<file path="src/rtl/sbm_pkg.sv">
// Constants and types for the sub-CPU buffer memory mapper.
// Assumes one system clock and a synchronous active-high reset.

package sbm_pkg;

  localparam int unsigned BUF_AW = 24;

  // Region boundaries of the external data space
  localparam logic [15:0] W2_BASE   = 16'hd000;
  localparam logic [15:0] SEG_BASE  = 16'he000;
  localparam logic [15:0] REG_BASE  = 16'hff00;
  localparam logic [15:0] DEAD_BASE = 16'hffc0;
  localparam logic [15:0] GCS_LAST  = 16'hffdf;
  localparam logic [15:0] FETCH_TOP = 16'hc000;

  // Register offsets
  localparam logic [15:0] OFF_W1_HI  = 16'hff18;
  localparam logic [15:0] OFF_W1_LO  = 16'hff19;
  localparam logic [15:0] OFF_W2_HI  = 16'hff1a;
  localparam logic [15:0] OFF_W2_LO  = 16'hff1b;
  localparam logic [15:0] OFF_SEG_LO = 16'hff1c;
  localparam logic [15:0] OFF_SEG_HI = 16'hff1d;
  localparam logic [15:0] OFF_CONF   = 16'hff1e;

  // Writable bit masks, reserved bits read zero
  localparam logic [7:0] MASK_W1_LO  = 8'hfc;
  localparam logic [7:0] MASK_W2_LO  = 8'hf4;
  localparam logic [7:0] MASK_SEG_HI = 8'h0f;
  localparam logic [7:0] MASK_CONF   = 8'h03;

  // Configuration fields and reset value
  localparam int unsigned CONF_FAST  = 0;
  localparam int unsigned CONF_DEBUG = 1;
  localparam logic [7:0]  RST_REG    = 8'h00;

  typedef enum {
    RG_W1, RG_W2, RG_SEG, RG_REG, RG_DEAD
  } sbm_region_t;

  typedef enum {
    ST_IDLE, ST_WAIT
  } sbm_state_t;

  typedef struct packed {
    logic              ale_s1, ale_s2, ale_p;
    logic              rd_n_s1, rd_n_s2, rd_n_p;
    logic              wr_n_s1, wr_n_s2, wr_n_p;
    logic              program_store_strobe_n_s1, program_store_strobe_n_s2;
    logic [7:0]        ad_s1, ad_s2;
    logic [7:0]        ahi_s1, ahi_s2;
    logic [15:0]       addr;
    sbm_state_t        st;
    logic              mem_req, mem_we, mem_abort;
    logic [BUF_AW-1:0] mem_addr;
    logic [7:0]        mem_wdata;
    logic [7:0]        rdata;
    logic              ad_oe;
    logic              reg_wr;
    logic [7:0]        reg_addr, reg_wdata;
    logic              cs_n;
    logic [3:0]        gaddr;
    logic [7:0]        w1_hi, w1_lo, w2_hi, w2_lo, seg_lo, seg_hi, conf;
  } sbm_regs_t;

endpackage

</file>
<file path="src/rtl/sbm_mapper.sv">
// Sub-CPU bus to buffer memory mapper with its window registers.
// Assumes CPU pins are asynchronous and strobes last several clocks.
`timescale 1ns/1ns

module sbm_mapper (
  input  wire logic                       i_clk_sys,
  input  wire logic                       i_rst,
  input  wire logic                       i_ale,
  input  wire logic                       i_rd_n,
  input  wire logic                       i_wr_n,
  input  wire logic                       i_program_store_strobe_n,
  input  wire logic [7:0]                 i_ad,
  input  wire logic [7:0]                 i_addr_hi,
  input  wire logic                       i_generic_mode,
  input  wire logic                       i_mem_done,
  input  wire logic [7:0]                 i_mem_rdata,
  input  wire logic [7:0]                 i_reg_rdata,
  output logic      [7:0]                 o_ad,
  output logic                            o_ad_oe,
  output logic                            o_mem_req,
  output logic                            o_mem_we,
  output logic                            o_mem_abort,
  output logic      [sbm_pkg::BUF_AW-1:0] o_mem_addr,
  output logic      [7:0]                 o_mem_wdata,
  output logic                            o_reg_wr,
  output logic      [7:0]                 o_reg_addr,
  output logic      [7:0]                 o_reg_wdata,
  output logic                            o_generic_cs_n,
  output logic      [3:0]                 o_generic_addr
);

  ////////////////////////////////////////////////////////////////////////////

  function automatic sbm_pkg::sbm_region_t region_of(input logic [15:0] a);
    if (a >= sbm_pkg::DEAD_BASE) begin
      region_of = sbm_pkg::RG_DEAD;
    end else if (a >= sbm_pkg::REG_BASE) begin
      region_of = sbm_pkg::RG_REG;
    end else if (a >= sbm_pkg::SEG_BASE) begin
      region_of = sbm_pkg::RG_SEG;
    end else if (a >= sbm_pkg::W2_BASE) begin
      region_of = sbm_pkg::RG_W2;
    end else begin
      region_of = sbm_pkg::RG_W1;
    end
  endfunction

  // Segment base times 2560 as two shifts, no multiplier
  function automatic logic [sbm_pkg::BUF_AW-1:0] seg_scale(input logic [11:0] s);
    seg_scale = {1'b0, s, 11'h000} + {3'b000, s, 9'h000};
  endfunction

  function automatic logic [sbm_pkg::BUF_AW-1:0] buf_addr(
    input logic [15:0] a,
    input sbm_pkg::sbm_regs_t q
  );
    logic [13:0] b1;
    logic [13:0] b2;
    b1 = {q.w1_hi, q.w1_lo[7:2]};
    b2 = {q.w2_hi, q.w2_lo[7:2]};
    case (region_of(a))
      sbm_pkg::RG_W1:  buf_addr = {b1 + {8'h00, a[15:10]}, a[9:0]};
      sbm_pkg::RG_W2:  buf_addr = {b2 + {12'h000, a[11:10]}, a[9:0]};
      // No limit check; window may run past the buffer
      sbm_pkg::RG_SEG: buf_addr = seg_scale({q.seg_hi[3:0], q.seg_lo})
                                  + {11'h000, a[12:0]};
      default:         buf_addr = {16'h0000, a[7:0]};
    endcase
  endfunction

  ////////////////////////////////////////////////////////////////////////////

  sbm_pkg::sbm_regs_t r_reg;
  sbm_pkg::sbm_regs_t r_next;

  logic                ale_fall;
  logic                rd_fall;
  logic                wr_fall;
  logic                rd_rise;
  logic [15:0]         a_new;
  sbm_pkg::sbm_region_t rg_new;
  sbm_pkg::sbm_region_t rg_cur;
  logic                fast;
  logic                ram_new;
  logic                ram_cur;
  logic                external_data_space;

  assign ale_fall = r_reg.ale_p & ~r_reg.ale_s2;
  assign rd_fall  = r_reg.rd_n_p & ~r_reg.rd_n_s2;
  assign rd_rise  = ~r_reg.rd_n_p & r_reg.rd_n_s2;
  assign wr_fall  = r_reg.wr_n_p & ~r_reg.wr_n_s2;
  assign a_new    = {r_reg.ahi_s2, r_reg.ad_s2};
  assign rg_new   = region_of(a_new);
  assign rg_cur   = region_of(r_reg.addr);
  assign fast     = r_reg.conf[sbm_pkg::CONF_FAST];
  assign ram_new  = (rg_new == sbm_pkg::RG_W1) || (rg_new == sbm_pkg::RG_W2) ||
                    (rg_new == sbm_pkg::RG_SEG);
  assign ram_cur  = (rg_cur == sbm_pkg::RG_W1) || (rg_cur == sbm_pkg::RG_W2) ||
                    (rg_cur == sbm_pkg::RG_SEG);
  // Only a data strobe with program strobe high is a data access
  assign external_data_space    = r_reg.program_store_strobe_n_s2;

  always_comb begin
    r_next           = r_reg;
    r_next.mem_req   = 1'b0;
    r_next.mem_abort = 1'b0;
    r_next.reg_wr    = 1'b0;
    // Pin synchronisers
    r_next.ale_s1    = i_ale;
    r_next.ale_s2    = r_reg.ale_s1;
    r_next.ale_p     = r_reg.ale_s2;
    r_next.rd_n_s1   = i_rd_n;
    r_next.rd_n_s2   = r_reg.rd_n_s1;
    r_next.rd_n_p    = r_reg.rd_n_s2;
    r_next.wr_n_s1   = i_wr_n;
    r_next.wr_n_s2   = r_reg.wr_n_s1;
    r_next.wr_n_p    = r_reg.wr_n_s2;
    r_next.program_store_strobe_n_s1 = i_program_store_strobe_n;
    r_next.program_store_strobe_n_s2 = r_reg.program_store_strobe_n_s1;
    r_next.ad_s1     = i_ad;
    r_next.ad_s2     = r_reg.ad_s1;
    r_next.ahi_s1    = i_addr_hi;
    r_next.ahi_s2    = r_reg.ahi_s1;

    if (i_mem_done && r_reg.st == sbm_pkg::ST_WAIT) begin
      r_next.st = sbm_pkg::ST_IDLE;
      if (!r_reg.mem_we) begin
        r_next.rdata = i_mem_rdata;
      end
    end

    if (ale_fall) begin
      // Address held for the whole access
      r_next.addr   = a_new;
      r_next.gaddr  = a_new[3:0];
      // Outside registers decode reads from this byte
      r_next.reg_addr = a_new[7:0];
      r_next.cs_n   = ~(i_generic_mode && a_new >= sbm_pkg::DEAD_BASE &&
                        a_new <= sbm_pkg::GCS_LAST);
      if (fast && ram_new && a_new >= sbm_pkg::FETCH_TOP) begin
        // Costs bandwidth: starts even if no data strobe follows
        r_next.mem_req   = 1'b1;
        r_next.mem_abort = 1'b1;
        r_next.mem_we    = 1'b0;
        r_next.mem_addr  = buf_addr(a_new, r_reg);
        r_next.st        = sbm_pkg::ST_WAIT;
      end
    end else if (rd_fall && external_data_space) begin
      if (rg_cur == sbm_pkg::RG_REG) begin
        r_next.ad_oe = 1'b1;
        case (r_reg.addr)
          sbm_pkg::OFF_W1_HI:  r_next.rdata = r_reg.w1_hi;
          sbm_pkg::OFF_W1_LO:  r_next.rdata = r_reg.w1_lo;
          sbm_pkg::OFF_W2_HI:  r_next.rdata = r_reg.w2_hi;
          sbm_pkg::OFF_W2_LO:  r_next.rdata = r_reg.w2_lo;
          sbm_pkg::OFF_SEG_LO: r_next.rdata = r_reg.seg_lo;
          sbm_pkg::OFF_SEG_HI: r_next.rdata = r_reg.seg_hi;
          sbm_pkg::OFF_CONF:   r_next.rdata = r_reg.conf;
          default:             r_next.rdata = i_reg_rdata;
        endcase
      end else if (ram_cur && !(fast && r_reg.addr < sbm_pkg::FETCH_TOP)) begin
        r_next.ad_oe = 1'b1;
        if (!fast) begin
          r_next.mem_req  = 1'b1;
          r_next.mem_we   = 1'b0;
          r_next.mem_addr = buf_addr(r_reg.addr, r_reg);
          r_next.st       = sbm_pkg::ST_WAIT;
        end
      end else begin
        r_next.ad_oe = 1'b0;
      end
    end else if (wr_fall && external_data_space) begin
      if (rg_cur == sbm_pkg::RG_REG) begin
        r_next.reg_wr    = 1'b1;
        r_next.reg_addr  = r_reg.addr[7:0];
        r_next.reg_wdata = r_reg.ad_s2;
        case (r_reg.addr)
          sbm_pkg::OFF_W1_HI:  r_next.w1_hi  = r_reg.ad_s2;
          sbm_pkg::OFF_W1_LO:  r_next.w1_lo  = r_reg.ad_s2 & sbm_pkg::MASK_W1_LO;
          sbm_pkg::OFF_W2_HI:  r_next.w2_hi  = r_reg.ad_s2;
          sbm_pkg::OFF_W2_LO:  r_next.w2_lo  = r_reg.ad_s2 & sbm_pkg::MASK_W2_LO;
          sbm_pkg::OFF_SEG_LO: r_next.seg_lo = r_reg.ad_s2;
          sbm_pkg::OFF_SEG_HI: r_next.seg_hi = r_reg.ad_s2 & sbm_pkg::MASK_SEG_HI;
          sbm_pkg::OFF_CONF:   r_next.conf   = r_reg.ad_s2 & sbm_pkg::MASK_CONF;
          default:             r_next.conf   = r_reg.conf;
        endcase
        if (r_reg.conf[sbm_pkg::CONF_DEBUG]) begin
          r_next.mem_req   = 1'b1;
          r_next.mem_we    = 1'b1;
          r_next.mem_addr  = buf_addr(r_reg.addr, r_reg);
          r_next.mem_wdata = r_reg.ad_s2;
          r_next.st        = sbm_pkg::ST_WAIT;
        end
      end else if (ram_cur && !(fast && r_reg.addr < sbm_pkg::FETCH_TOP)) begin
        r_next.mem_req   = 1'b1;
        r_next.mem_we    = 1'b1;
        r_next.mem_addr  = buf_addr(r_reg.addr, r_reg);
        r_next.mem_wdata = r_reg.ad_s2;
        r_next.st        = sbm_pkg::ST_WAIT;
      end
    end else if (rd_rise) begin
      r_next.ad_oe = 1'b0;
    end
  end

  always_ff @(posedge i_clk_sys) begin
    if (i_rst) begin
      r_reg        <= '0;
      r_reg.ale_p  <= 1'b0;
      r_reg.rd_n_s1 <= 1'b1;
      r_reg.rd_n_s2 <= 1'b1;
      r_reg.rd_n_p <= 1'b1;
      r_reg.wr_n_s1 <= 1'b1;
      r_reg.wr_n_s2 <= 1'b1;
      r_reg.wr_n_p <= 1'b1;
      r_reg.st     <= sbm_pkg::ST_IDLE;
      r_reg.cs_n   <= 1'b1;
      r_reg.conf   <= sbm_pkg::RST_REG;
      r_reg.w1_hi  <= sbm_pkg::RST_REG;
      r_reg.w1_lo  <= sbm_pkg::RST_REG;
      r_reg.w2_hi  <= sbm_pkg::RST_REG;
      r_reg.w2_lo  <= sbm_pkg::RST_REG;
      r_reg.seg_lo <= sbm_pkg::RST_REG;
      r_reg.seg_hi <= sbm_pkg::RST_REG;
    end else begin
      r_reg <= r_next;
    end
  end

  assign o_ad           = r_reg.rdata;
  assign o_ad_oe        = r_reg.ad_oe;
  assign o_mem_req      = r_reg.mem_req;
  assign o_mem_we       = r_reg.mem_we;
  assign o_mem_abort    = r_reg.mem_abort;
  assign o_mem_addr     = r_reg.mem_addr;
  assign o_mem_wdata    = r_reg.mem_wdata;
  assign o_reg_wr       = r_reg.reg_wr;
  assign o_reg_addr     = r_reg.reg_addr;
  assign o_reg_wdata    = r_reg.reg_wdata;
  assign o_generic_cs_n = r_reg.cs_n;
  assign o_generic_addr = r_reg.gaddr;

  ////////////////////////////////////////////////////////////////////////////

  no_low_fetch_a: assert property (@(posedge i_clk_sys) disable iff (i_rst)
    (r_reg.mem_req && $past(fast)) |-> (r_reg.addr >= sbm_pkg::FETCH_TOP))
    else $error("fast mode cycle below fetch top");

  fast_start_a: assert property (@(posedge i_clk_sys) disable iff (i_rst)
    (ale_fall && fast && ram_new && a_new >= sbm_pkg::FETCH_TOP)
    |=> (r_reg.mem_req && !r_reg.mem_we && r_reg.addr == $past(a_new)))
    else $error("fast cycle not started at latch fall");

  abort_read_a: assert property (@(posedge i_clk_sys) disable iff (i_rst)
    r_reg.mem_abort |-> (r_reg.mem_req && !r_reg.mem_we && $past(ale_fall)))
    else $error("abort outside a fast start");

  slow_start_a: assert property (@(posedge i_clk_sys) disable iff (i_rst)
    (rd_fall && !ale_fall && !fast && external_data_space && ram_cur)
    |=> (r_reg.mem_req && !r_reg.mem_we && !r_reg.mem_abort))
    else $error("slow read cycle not started");

  program_store_strobe_block_a: assert property (@(posedge i_clk_sys) disable iff (i_rst)
    ((rd_fall || wr_fall) && !ale_fall && !external_data_space) |=> !r_reg.mem_req)
    else $error("cycle started during a fetch");

  reg_read_a: assert property (@(posedge i_clk_sys) disable iff (i_rst)
    (rd_fall && !ale_fall && external_data_space && rg_cur == sbm_pkg::RG_REG)
    |=> (r_reg.ad_oe && !r_reg.mem_req))
    else $error("register read went to memory");

  dead_space_a: assert property (@(posedge i_clk_sys) disable iff (i_rst)
    (rd_fall && !ale_fall && external_data_space && rg_cur == sbm_pkg::RG_DEAD)
    |=> (!r_reg.ad_oe && !r_reg.mem_req))
    else $error("dead space access drove bus or memory");

  generic_cs_a: assert property (@(posedge i_clk_sys) disable iff (i_rst)
    (ale_fall && i_generic_mode && a_new >= sbm_pkg::DEAD_BASE &&
     a_new <= sbm_pkg::GCS_LAST) |=> (!r_reg.cs_n && r_reg.gaddr == $past(a_new[3:0])))
    else $error("generic chip select not asserted");

  seg_addr_a: assert property (@(posedge i_clk_sys) disable iff (i_rst)
    (r_reg.mem_req && rg_cur == sbm_pkg::RG_SEG) |->
    (r_reg.mem_addr == ({12'h000, r_reg.seg_hi[3:0], r_reg.seg_lo} * 24'd2560
                        + {11'h000, r_reg.addr[12:0]})))
    else $error("segment address wrong");

  reset_val_a: assert property (@(posedge i_clk_sys) disable iff (i_rst)
    $past(i_rst) |-> (r_reg.conf == 8'h00 && r_reg.w1_hi == 8'h00 && o_generic_cs_n))
    else $error("reset values wrong");

  reg_addr_a: assert property (@(posedge i_clk_sys) disable iff (i_rst)
    ale_fall |=> (r_reg.reg_addr == $past(a_new[7:0])))
    else $error("register address not latched");

  slow_write_a: assert property (@(posedge i_clk_sys) disable iff (i_rst)
    (wr_fall && !ale_fall && !fast && external_data_space && ram_cur)
    |=> (r_reg.mem_req && r_reg.mem_we && r_reg.mem_wdata == $past(r_reg.ad_s2)))
    else $error("slow write cycle wrong");

  dead_write_a: assert property (@(posedge i_clk_sys) disable iff (i_rst)
    (wr_fall && !ale_fall && rg_cur == sbm_pkg::RG_DEAD)
    |=> (!r_reg.mem_req && !r_reg.reg_wr))
    else $error("dead space write reached memory");

  window_two_a: assert property (@(posedge i_clk_sys) disable iff (i_rst)
    (r_reg.mem_req && rg_cur == sbm_pkg::RG_W2) |->
    (r_reg.mem_addr[9:0] == r_reg.addr[9:0] &&
     r_reg.mem_addr[23:10] == {r_reg.w2_hi, r_reg.w2_lo[7:2]} + {12'h000, r_reg.addr[11:10]}))
    else $error("window two address wrong");

endmodule // sbm_mapper

</file>
<file path="config.mk">
export PLATFORM = sky130hd
export DESIGN_NAME = sbm_mapper
export DESIGN_NICKNAME = d
export VERILOG_FILES = /design/src/rtl/sbm_pkg.sv /design/src/rtl/sbm_mapper.sv
export SDC_FILE = /design/constraint.sdc
export NUM_CORES = 1
export LEC_CHECK = 0
export ABC_AREA = 1
export BUFFER_PORTS_ARGS = -buffer_cell sky130_fd_sc_hd__buf_2
export CORE_ASPECT_RATIO = 1.1
export CORE_MARGIN = 3
export CORE_UTILIZATION = 30
export CTS_CLUSTER_SIZE = 40
export DETAILED_ROUTE_END_ITERATION = 12
export GPL_ROUTABILITY_DRIVEN = 0
export SYNTH_ARGS = -nofsm -noshare
export SYNTH_HDL_FRONTEND = slang
export SYNTH_SLANG_ARGS = --single-unit
export TNS_END_PERCENT = 100
</file>
<file path="constraint.sdc">
create_clock -name i_clk_sys -period 3.3 [get_ports i_clk_sys]
set_clock_uncertainty 0.2 [all_clocks]
set_input_delay 0.495 -clock i_clk_sys [delete_from_list [all_inputs] [get_ports i_clk_sys]]
set_output_delay 0.495 -clock i_clk_sys [all_outputs]
set_load 0.02 [all_outputs]
</file>
==> results.py, run 1 <==
metrics = {
    "run_status": {
        "status": "finished, final reports clean",
    },
    "clocking": {
        "ctsHoldBuffers": 0,
        "numCtsBuffers": 17,
        "ctsLongestPathBuffers": 2,
        "cts_tree": "built",
        "clk_latency_ps": 440,
        "h-tree-depth": 4,
        "clock_sinks": 194,
        "cts_root_buf": "clkbuf_16",
        "path_clk_slew_ps": 80,
    },
    "grt": {
        "grt.met1_usage_pct": 21.88,
        "top_usage_layer": "met2",
        "met3_usage_pct": 2.578,
        "grt_pass1_vias": 9693,
        "antenna_found_initial": 0,
        "grt_pass1_wl_um": 52730,
        "use_met2_pct": 29.56,
        "grt_overflow": 0,
        "grt_max_degree": 71,
        "grt_usage_pct": 17.40,
    },
    "critical_path": {
        "reg2reg_depth": 16,
        "critPathMaxStageDelay_ps": 480,
        "cp.arrival_ps": 3150,
        "worstSetupStartpointType": "flop",
        "cp_common_cell": "nand3_1",
        "cp-end-kind": "flop",
        "worstPathRequired_ps": 3450,
        "r2r_end": "o_mem_addr[21]",
        "path_cells": "ha_2, fa_1, ha_4, nand3_1, nand2_1, nand4_1, nor2_2, nand3_1, nor2_2, nand2_1, nand3_1, nand3_1, nand2_1, nand3_1, nand2_1, inv_1",
        "path_buf_inv": 1,
        "rrSetupSlack_ps": 300,
        "crit_family": "simple AND/OR/NAND/NOR gates",
        "critPathLaunch": "r_reg[18]",
        "slowest_stage": "fa_1",
        "r2r-start": "r_reg[18]",
        "cp_max_fo": 5,
        "path_class": "reg2reg",
    },
    "timing": {
        "fin_setup_tns_ps": 0,
        "hold_viol_final": 0,
        "finalWorstSetupSlack_ps": 302.5,
        "finalSetupViolCount": 0,
        "slew_headroom_pct": 38.30,
        "worst_slew_pin_slew_ps": 925.6,
        "fin_crit_sh_pct": 90.83,
        "rsz0062_at_grt": "false",
        "fmax_mhz": 333.6,
        "period_minus_slack_ps": 2998,
        "drv_slew": 0,
    },
    "power_and_ir_drop": {
        "switchingPower_w": 0.001167,
        "switching_share_pct": 24.01,
        "clkPwrFrac_pct": 46.0,
        "p_int_w": 0.003695,
        "pwr-share-comb_pct": 4.3,
        "ir_drop_mv": 0.2948,
        "p_leak_nw": 5.445,
        "pwr-share-seq_pct": 49.7,
        "power.density_nw_per_um2": 397.9,
    },
    "detailed_routing": {
        "drtAntennaViolNets": 0,
        "num_vias": 10460,
        "drc": 0,
        "wl_per_cell_um": 15.82,
        "wirelength_um": 33940,
        "drt-pass1-iter-count": 5,
        "drtIter0Drc": 817,
        "vias_per_cell": 4.872,
    },
    "floorplanning": {
        "start_util_pct": 30.72,
        "die_area_um2": 38670,
        "design.core.area_um2": 35490,
        "die_w_um": 187.8,
        "die_h_um": 206.0,
        "rows": 72,
        "io_pins": 106,
    },
    "placed_design": {
        "portBuffers": 105,
        "hpwl_um": 26300,
        "pre_cts_ws_ps": 178.3,
    },
    "hold_path": {
        "hp-start": "i_wr_n",
        "hold_end": "r_next[205]",
        "hold_depth": 2,
        "hold_class": "in2reg",
    },
    "synth": {
        "ys_async_sr_fraction_pct": 0,
        "ys.flop_type": "dfxtp_1",
        "yosysWarnings": 0,
        "synth_seq_cells": 194,
        "synth_nets": 1693,
        "synth.cell_area_um2": 10900,
        "synth_edf_count": 0,
        "syn_avg_cell_area_um2": 6.756,
        "ys_types": 51,
        "seq_area_frac_synth_pct": 35.62,
        "synth_cells": 1614,
    },
    "layout": {
        "drive_gt1_share_pct": 12.61,
        "largest_reg_flops": 91,
        "nNetsFinal": 1731,
        "diodes": 0,
        "final_core_util_pct": 34.42,
        "syn_to_final_growth_pct": 12.05,
    },
    "flow_run": {
        "maxCapViolations": 0,
    },
}
==> cell usage in the layout, fill, tap and decap left out, types with 3 or more instances in the layout <==
cell type and n:
inv_2 6, nand3_1 115, o221ai_1 4, nand2_1 283, nor2_4 4, nor3_2 6, o311ai_0 4, nor4_1 6
nor2_2 4, o211ai_1 9, buf_2 104, a211oi_2 4, o21ai_0 130, nor2_1 211, a31o_2 3, a21oi_1 94
nand4_1 20, ha_1 32, xor2_1 5, or2_2 10, buf_4 24, o22ai_1 6, inv_8 4, nor3_1 31
inv_6 4, fa_1 5, dfxtp_1 193, a211oi_1 35, clkbuf_16 17, inv_1 250, o32ai_1 7, bufinv_16 3
==> synthesized netlist by cell type (5+ instances only) <==
cell type | n | area share (%)
o211ai_1 | 9 | 0.62
inv_2 | 5 | 0.17
a211oi_1 | 35 | 2.4
o21ai_0 | 130 | 6.0
nand2_1 | 283 | 9.7
buf_2 | 9 | 0.41
o32ai_1 | 7 | 0.56
buf_4 | 63 | 4.3
nor3_1 | 33 | 1.5
fa_1 | 5 | 0.92
nand4_1 | 20 | 1.1
inv_1 | 251 | 8.6
a21oi_1 | 94 | 4.3
nor4_1 | 6 | 0.34
clkbuf_1 | 33 | 1.1
nand3_1 | 115 | 5.3
dfxtp_1 | 194 | 36
nor2_1 | 214 | 7.4
xor2_1 | 5 | 0.40
ha_1 | 34 | 3.9
o22ai_1 | 6 | 0.34
or2_2 | 10 | 0.57
==> worst max-delay path by stage <==
| stage | to | slack [ps] | cells past startpoint |
|---|---|---|---|
| after floorplan | o_mem_addr[17] | 510 | 15 |
| after global placement | o_mem_addr[23] | 250 | 15 |
| after detailed placement | o_mem_addr[23] | 180 | 15 |
| after CTS | o_mem_addr[23] | 160 | 15 |
| after global routing | o_mem_addr[20] | 30 | 14 |
| final | o_mem_addr[21] | 300 | 16 |
==> cell families after synthesis <==
| group | share of synthesized area [%] |
|---|---|
| simple gates | 27.61 |
| buf+inv | 15.08 |
| compound gates | 16.48 |
| flops | 35.62 |
| fa+ha+maj | 4.819 |
| xor+xnor | 0.4016 |
==> through the flow <==
step / hold slack [ps] / area [um^2] / cells / power, W
3_3_place_gp: 190.4 / 11540 / 2113 / 0.002678
4_1_cts: 4.258 / 12170 / 2145 / 0.004921
2_1_floorplan: 188.3 / 10900 / 1614 / 0.002604
3_5_place_dp: 192.8 / 11540 / 2113 / 0.002681
6_report: 32.08 / 12220 / 2146 / 0.004862
5_1_grt: 18.86 / 12220 / 2146 / 0.005042
==> power by group through the flow <==
stage | clock, W | sequential (W) | combinational, W
global placement | 0 | 0.00247 | 0.000210
global route | 0.00238 | 0.00242 | 0.000238
finish | 0.00224 | 0.00241 | 0.000211
CTS | 0.00229 | 0.00241 | 0.000212
floorplan | 0 | 0.00245 | 0.000152
detailed placement | 0 | 0.00247 | 0.000211
==> repair_timing <==
item / in CTS / in global routing
resized for setup: 0 / 9
buffers inserted: 0 / 1
endpoints found under the setup margin: 0 / 5
==> final cells by class <==
cell class / count / area, um^2
Inverter: 260 / 979.7
Sequential cell: 194 / 3885
Clock buffer: 18 / 439.2
Timing Repair Buffer: 128 / 700.7
Fill cell: 3868 / 23280
Tap cell: 481 / 601.8
Multi-Input combinational cell: 1051 / 5419
Clock inverter: 14 / 192.7
==> metal layers <==
metal	vias up	wire length [um]
met2	402	15810
li1	5266	-
met3	85	2126
met4	0	1481
met5	-	0
met1	4702	14520
Note: power is estimated with default switching activity, not from simulation.
==> run 2, diff against run 1 <==
--- a/config.mk
+++ b/config.mk
@@ -5,14 +5,15 @@
 export SDC_FILE = /design/constraint.sdc
 export NUM_CORES = 1
 export LEC_CHECK = 0
-export ABC_AREA = 1
+export ABC_AREA = 0
 export BUFFER_PORTS_ARGS = -buffer_cell sky130_fd_sc_hd__buf_2
 export CORE_ASPECT_RATIO = 1.1
 export CORE_MARGIN = 3
-export CORE_UTILIZATION = 30
+export CORE_UTILIZATION = 50
 export CTS_CLUSTER_SIZE = 40
 export DETAILED_ROUTE_END_ITERATION = 12
 export GPL_ROUTABILITY_DRIVEN = 0
+export PLACE_DENSITY = 0.69
 export SYNTH_ARGS = -nofsm -noshare
 export SYNTH_HDL_FRONTEND = slang
 export SYNTH_SLANG_ARGS = --single-unit
==> results.py, run 2 <==
metrics = {
    "critical_path": {
        "cp-end-kind": "flop",
        "path_buf_inv": 0,
        "cp_max_fo": 7,
        "cp.arrival_ps": 3300,
        "critPathLaunch": "r_reg[18]",
        "slowest_stage": "or4_1",
        "path_class": "reg2reg",
        "crit_family": "compound AO/OA/AOI/OAI gates",
        "worstPathRequired_ps": 3420,
        "r2r-start": "r_reg[18]",
        "worstSetupStartpointType": "flop",
        "critPathMaxStageDelay_ps": 660,
        "path_cells": "ha_1, o21a_1, and2_1, or4_1, o21ai_0, a21oi_1, a2111oi_2, a31oi_1",
    },
    "synth": {
        "synth_edf_count": 0,
        "ys.flop_type": "dfxtp_1",
        "yosysMostFrequentCell": "dfxtp_1",
        "synth_nets": 1341,
        "syn_avg_cell_area_um2": 8.522,
        "yosys.area.top_type": "dfxtp_1",
        "ys_top_cells_by_area": "dfxtp_1 (36%), nand2_1 (4.9%), a21oi_1 (4.5%), buf_4 (4.4%), ha_1 (4.0%)",
        "synth_seq_cells": 194,
        "post-synth-top-area-fraction_pct": 36.11,
        "synth_common_cells": "dfxtp_1 (194), nand2_1 (139), a21oi_1 (96)",
        "synth.cell_area_um2": 10760,
        "seq_area_frac_synth_pct": 36.11,
        "ys_types": 85,
        "synth_cells": 1262,
        "ys_async_sr_fraction_pct": 0,
        "yosysWarnings": 0,
    },
    "grt": {
        "grt_overflow": 0,
        "grt_usage_pct": 25.30,
        "antenna_found_initial": 0,
        "grt_pass1_vias": 8928,
        "grt_pass1_wl_um": 48160,
        "grt_max_degree": 156,
    },
    "detailed_routing": {
        "drtIter0Drc": 970,
        "wirelength_um": 30440,
        "num_vias": 9663,
        "wl_per_cell_um": 19.05,
        "drt-pass1-iter-count": 6,
        "vias_per_cell": 6.047,
        "drc": 0,
        "drtAntennaViolNets": 0,
    },
    "layout": {
        "largest_reg_flops": 91,
        "syn_to_final_growth_pct": 10.87,
        "diodes": 0,
        "nNetsFinal": 1379,
        "final_cell_mix": "dfxtp_1 (193), nand2_1 (139), buf_2 (104)",
        "final_common_cell": "dfxtp_1",
        "final_cells": 1598,
        "drive_gt1_share_pct": 18.66,
    },
    "timing": {
        "hold_viol_final": 0,
        "fmax_mhz": 314.1,
        "fin_crit_sh_pct": 96.47,
        "drv_slew": 0,
        "slew_headroom_pct": 27.20,
        "finalWorstSetupSlack_ps": 116.3,
        "period_minus_slack_ps": 3184,
        "worst_slew_pin_slew_ps": 1084,
        "finalSetupViolCount": 0,
    },
    "floorplanning": {
        "design.core.area_um2": 20850,
        "rows": 55,
        "die_area_um2": 23310,
        "die_w_um": 145.8,
        "die_h_um": 159.8,
        "start_util_pct": 51.58,
        "io_pins": 106,
    },
    "power_and_ir_drop": {
        "ir_drop_mv": 0.3676,
        "power.density_nw_per_um2": 406.6,
        "p_leak_nw": 4.772,
    },
    "run_status": {
        "status": "finished, final reports clean",
    },
    "clocking": {
        "clk_latency_ps": 440,
        "ctsLongestPathBuffers": 2,
        "cts_tree": "built",
        "clock_sinks": 194,
        "h-tree-depth": 4,
        "numCtsBuffers": 17,
        "path_clk_slew_ps": 90,
        "cts_root_buf": "clkbuf_16",
    },
    "hold_path": {
        "hp-start": "i_wr_n",
        "hold_class": "in2reg",
    },
    "placed_design": {
        "portBuffers": 105,
        "hpwl_um": 22190,
        "dp.cells": 1566,
        "pre_cts_ws_ps": 0.7918,
    },
    "flow_run": {
        "maxCapViolations": 0,
    },
}
[run 2: cell count changes in the layout (fill, tap and decap cells not counted), sizes merged, moves of 26 or more]
cell,delta
and2,+36
buf,+26
inv,-242
mux2i,+31
nand2,-144
nand3,-69
nor2,-125
nor2b,+54
o21ai,-87
[run 2: cell type report]
class	instances	area [um^2]
timing repair buffer	154	908.4
tap	285	356.6
multi-input combinational	921	6067
fill	1865	8927
sequential	194	3885
inverter	12	45.04
clock inverter	15	236.5
clock buffer	17	425.4
[run 2: kinds of logic after synthesis]
kind of cell | synth area share (%)
buf+inv | 8.004
compound gates | 19.68
fa+ha+maj | 4.886
simple gates | 22.94
xor+xnor | 3.502
mux | 4.874
flops | 36.11
[run 2: power breakdown]
group          total (W)  leakage, nW  internal, W  switching (W)
Combinational   0.000175         2.88    0.0000710       0.000104
Sequential       0.00241         1.57      0.00237      0.0000347
Clock            0.00227        0.319      0.00109        0.00117
Total            0.00485         4.77      0.00354        0.00131
[run 2: timing repair]
item | 4_1_cts | 5_1_grt
setup endpoints to repair | 1 | 7
pin swaps | 0 | 1
buffers inserted | 0 | 0
gates resized for setup | 1 | 13
hold buffers | 0 | 0
cloned | 0 | 0
[run 2: metal layers]
layer | vias up | track usage (%) | wire length, um
met2 | 452 | 40.34 | 13650
met1 | 4552 | 33.70 | 12900
li1 | 4571 | - | -
met5 | - | 0 | 0
met3 | 88 | 4.597 | 2516
met4 | 0 | 10.97 | 1377
[run 2: path summary, 6_finish.rpt]
check	endpoint	slack (ps)	depth (start not counted)
max	o_mem_addr[22]	120	8
min	r_next[205]	40	2
max reg2reg	o_mem_addr[22]	120	8
min reg2reg	r_next[204]	210	1
[run 2: metrics by stage]
step,util [%],TNS (ps),total power (W),hold slack (ps),cell area (um^2)
after global placement,53.82,0,0.002634,194.2,11220
after floorplan,-,0,0.002573,189.5,10760
after global routing,57.19,-67.09,0.004987,37.97,11920
after CTS,57.00,0,0.004871,26.27,11890
after detailed placement,53.82,0,0.002636,194.1,11220
final,57.19,0,0.004849,37.69,11920
[run 2: worst reg2reg max path, delay by kind of cell (launching register included)]
kind / cells / cell delay, ps
flip-flops: 1 / 350
AND/OR/NAND/NOR: 2 / 890
AO/OA/AOI/OAI: 5 / 1220
adder cells (fa/ha/maj): 1 / 420
==> run 3, diff against run 2 <==
--- a/config.mk
+++ b/config.mk
@@ -9,11 +9,11 @@
 export BUFFER_PORTS_ARGS = -buffer_cell sky130_fd_sc_hd__buf_2
 export CORE_ASPECT_RATIO = 1.1
 export CORE_MARGIN = 3
-export CORE_UTILIZATION = 50
+export CORE_UTILIZATION = 60
 export CTS_CLUSTER_SIZE = 40
 export DETAILED_ROUTE_END_ITERATION = 12
 export GPL_ROUTABILITY_DRIVEN = 0
-export PLACE_DENSITY = 0.69
+export PLACE_DENSITY = 0.81
 export SYNTH_ARGS = -nofsm -noshare
 export SYNTH_HDL_FRONTEND = slang
 export SYNTH_SLANG_ARGS = --single-unit
==> results.py, run 3 (synthesis gave the netlist of run 2 again) <==
metrics = {
    "grt": {
        "grt_max_degree": 156,
        "grt_overflow": 0,
        "antenna_found_initial": 0,
        "grt_pass1_wl_um": 47690,
        "grt_pass1_vias": 9308,
        "grt_usage_pct": 30.28,
    },
    "power_and_ir_drop": {
        "pwr-share-seq_pct": 51.9,
        "ir_drop_mv": 0.4121,
        "power.density_nw_per_um2": 394.8,
        "switching_share_pct": 25.03,
        "pwr-share-comb_pct": 3.7,
        "clkPwrFrac_pct": 44.4,
        "switchingPower_w": 0.001163,
        "p_int_w": 0.003483,
        "p_leak_nw": 4.745,
    },
    "layout": {
        "fillerInstances": 1388,
        "final_cells": 1546,
        "largest_reg_flops": 91,
        "drive_gt1_share_pct": 18.29,
        "diodes": 0,
        "final_cell_mix": "dfxtp_1 (193), nand2_1 (139), buf_2 (104)",
        "syn_to_final_growth_pct": 9.411,
        "nNetsFinal": 1378,
        "design_area_um2": 11770,
        "final_core_util_pct": 67.91,
        "final_common_cell": "dfxtp_1",
    },
    "timing": {
        "fin_crit_sh_pct": 96.68,
        "drv_slew": 0,
        "finalWorstSetupSlack_ps": 109.7,
        "period_minus_slack_ps": 3190,
        "holdWs_ps": 36.86,
        "finalSetupViolCount": 0,
        "slew_headroom_pct": 34.94,
        "hold_viol_final": 0,
        "fmax_mhz": 313.5,
        "worst_slew_pin_slew_ps": 968.4,
    },
    "floorplanning": {
        "design.core.area_um2": 17330,
        "die_w_um": 133.7,
        "die_area_um2": 19570,
        "rows": 50,
        "io_pins": 106,
        "start_util_pct": 62.06,
        "die_h_um": 146.4,
    },
    "detailed_routing": {
        "num_vias": 9882,
        "drt-pass1-iter-count": 7,
        "drc": 0,
        "wl_per_cell_um": 19.48,
        "drtAntennaViolNets": 0,
        "drtIter0Drc": 1013,
        "wirelength_um": 30120,
        "vias_per_cell": 6.392,
    },
    "critical_path": {
        "worstSetupStartpointType": "flop",
        "cp-end-kind": "flop",
        "cp_max_fo": 6,
        "worstPathRequired_ps": 3460,
        "cp.arrival_ps": 3350,
        "path_class": "reg2reg",
    },
    "clocking": {
        "numCtsBuffers": 17,
        "ctsLongestPathBuffers": 2,
        "cts_tree": "built",
        "clock_sinks": 194,
        "cts_root_buf": "clkbuf_16",
        "clk_latency_ps": 440,
        "ctsHoldBuffers": 0,
        "path_clk_slew_ps": 80,
        "h-tree-depth": 4,
    },
    "run_status": {
        "status": "finished, final reports clean",
    },
    "placed_design": {
        "hpwl_um": 21610,
        "dp.cells": 1514,
        "place_area_um2": 11150,
        "pre_cts_ws_ps": 20.67,
        "portBuffers": 105,
    },
    "flow_run": {
        "maxCapViolations": 0,
    },
    "hold_path": {
        "hold_class": "in2reg",
    },
}
[run 3: cell types whose count changed in the layout (fill, tap and decap cells not counted), moves of 2 or more]
cell and delta:
clkinvlp_4 +2, inv_12 -5, inv_8 +3, clkinv_8 -2, inv_16 -2
[run 3: worst max-delay path: stages (launching register included)]
cell	delay, ps
dfxtp_2	350
ha_1	220
fa_2	370
buf_4	170
a21oi_1	140
nor2_1	110
o2111a_1	280
or3_1	450
and4bb_1	300
or3_1	360
a31oi_1	160
[run 3: power by group through the flow]
stage	combinational, W	sequential [W]	clock (W)
5_1_grt	0.000189	0.00241	0.00219
4_1_cts	0.000172	0.00241	0.00208
3_5_place_dp	0.000170	0.00246	0
2_1_floorplan	0.000131	0.00244	0
6_report	0.000172	0.00241	0.00206
3_3_place_gp	0.000167	0.00246	0
[run 3: final timing paths]
kind	from	cells after the start	end	slack, ps
max reg2reg	r_reg[18]	10	o_mem_addr[22]	110
min reg2reg	r_next[205]	1	r_next[204]	210
min	i_rd_n	2	r_next[208]	40
max	r_reg[18]	10	o_mem_addr[22]	110
[run 3: final cells by class]
cell class / count / area (um^2) / share of cell area (%)
sequential: 194 / 3885 / 33.01
clock inverter: 14 / 153.9 / 1.308
clock buffer: 18 / 439.2 / 3.732
tap: 234 / 292.8 / 2.488
inverter: 12 / 45.04 / 0.3828
timing repair buffer: 153 / 900.9 / 7.656
multi-input combinational: 921 / 6051 / 51.42
[run 3: metal layers]
| layer | track usage (%) | vias to the layer above | wire length (um) |
|---|---|---|---|
| li1 | - | 4577 | - |
| met1 | 38.04 | 4570 | 11700 |
| met2 | 47.89 | 596 | 13650 |
| met3 | 7.167 | 139 | 2955 |
| met4 | 16.98 | 0 | 1817 |
| met5 | 0 | - | 0 |
[run 3: repair_timing]
| action | 4_1_cts | 5_1_grt |
|---|---|---|
| pin swaps | 0 | 1 |
| endpoints found under the hold margin | 0 | 0 |
| setup endpoints to repair | 1 | 7 |
| resized for setup | 1 | 10 |
| buffers inserted | 0 | 0 |
[run 3: metrics by stage]
stage          TNS [ps]  total power (W)
2_1_floorplan         0         0.002573
6_report              0         0.004646
3_3_place_gp          0         0.002629
3_5_place_dp          0         0.002633
5_1_grt          -4.405         0.004795
4_1_cts               0         0.004659
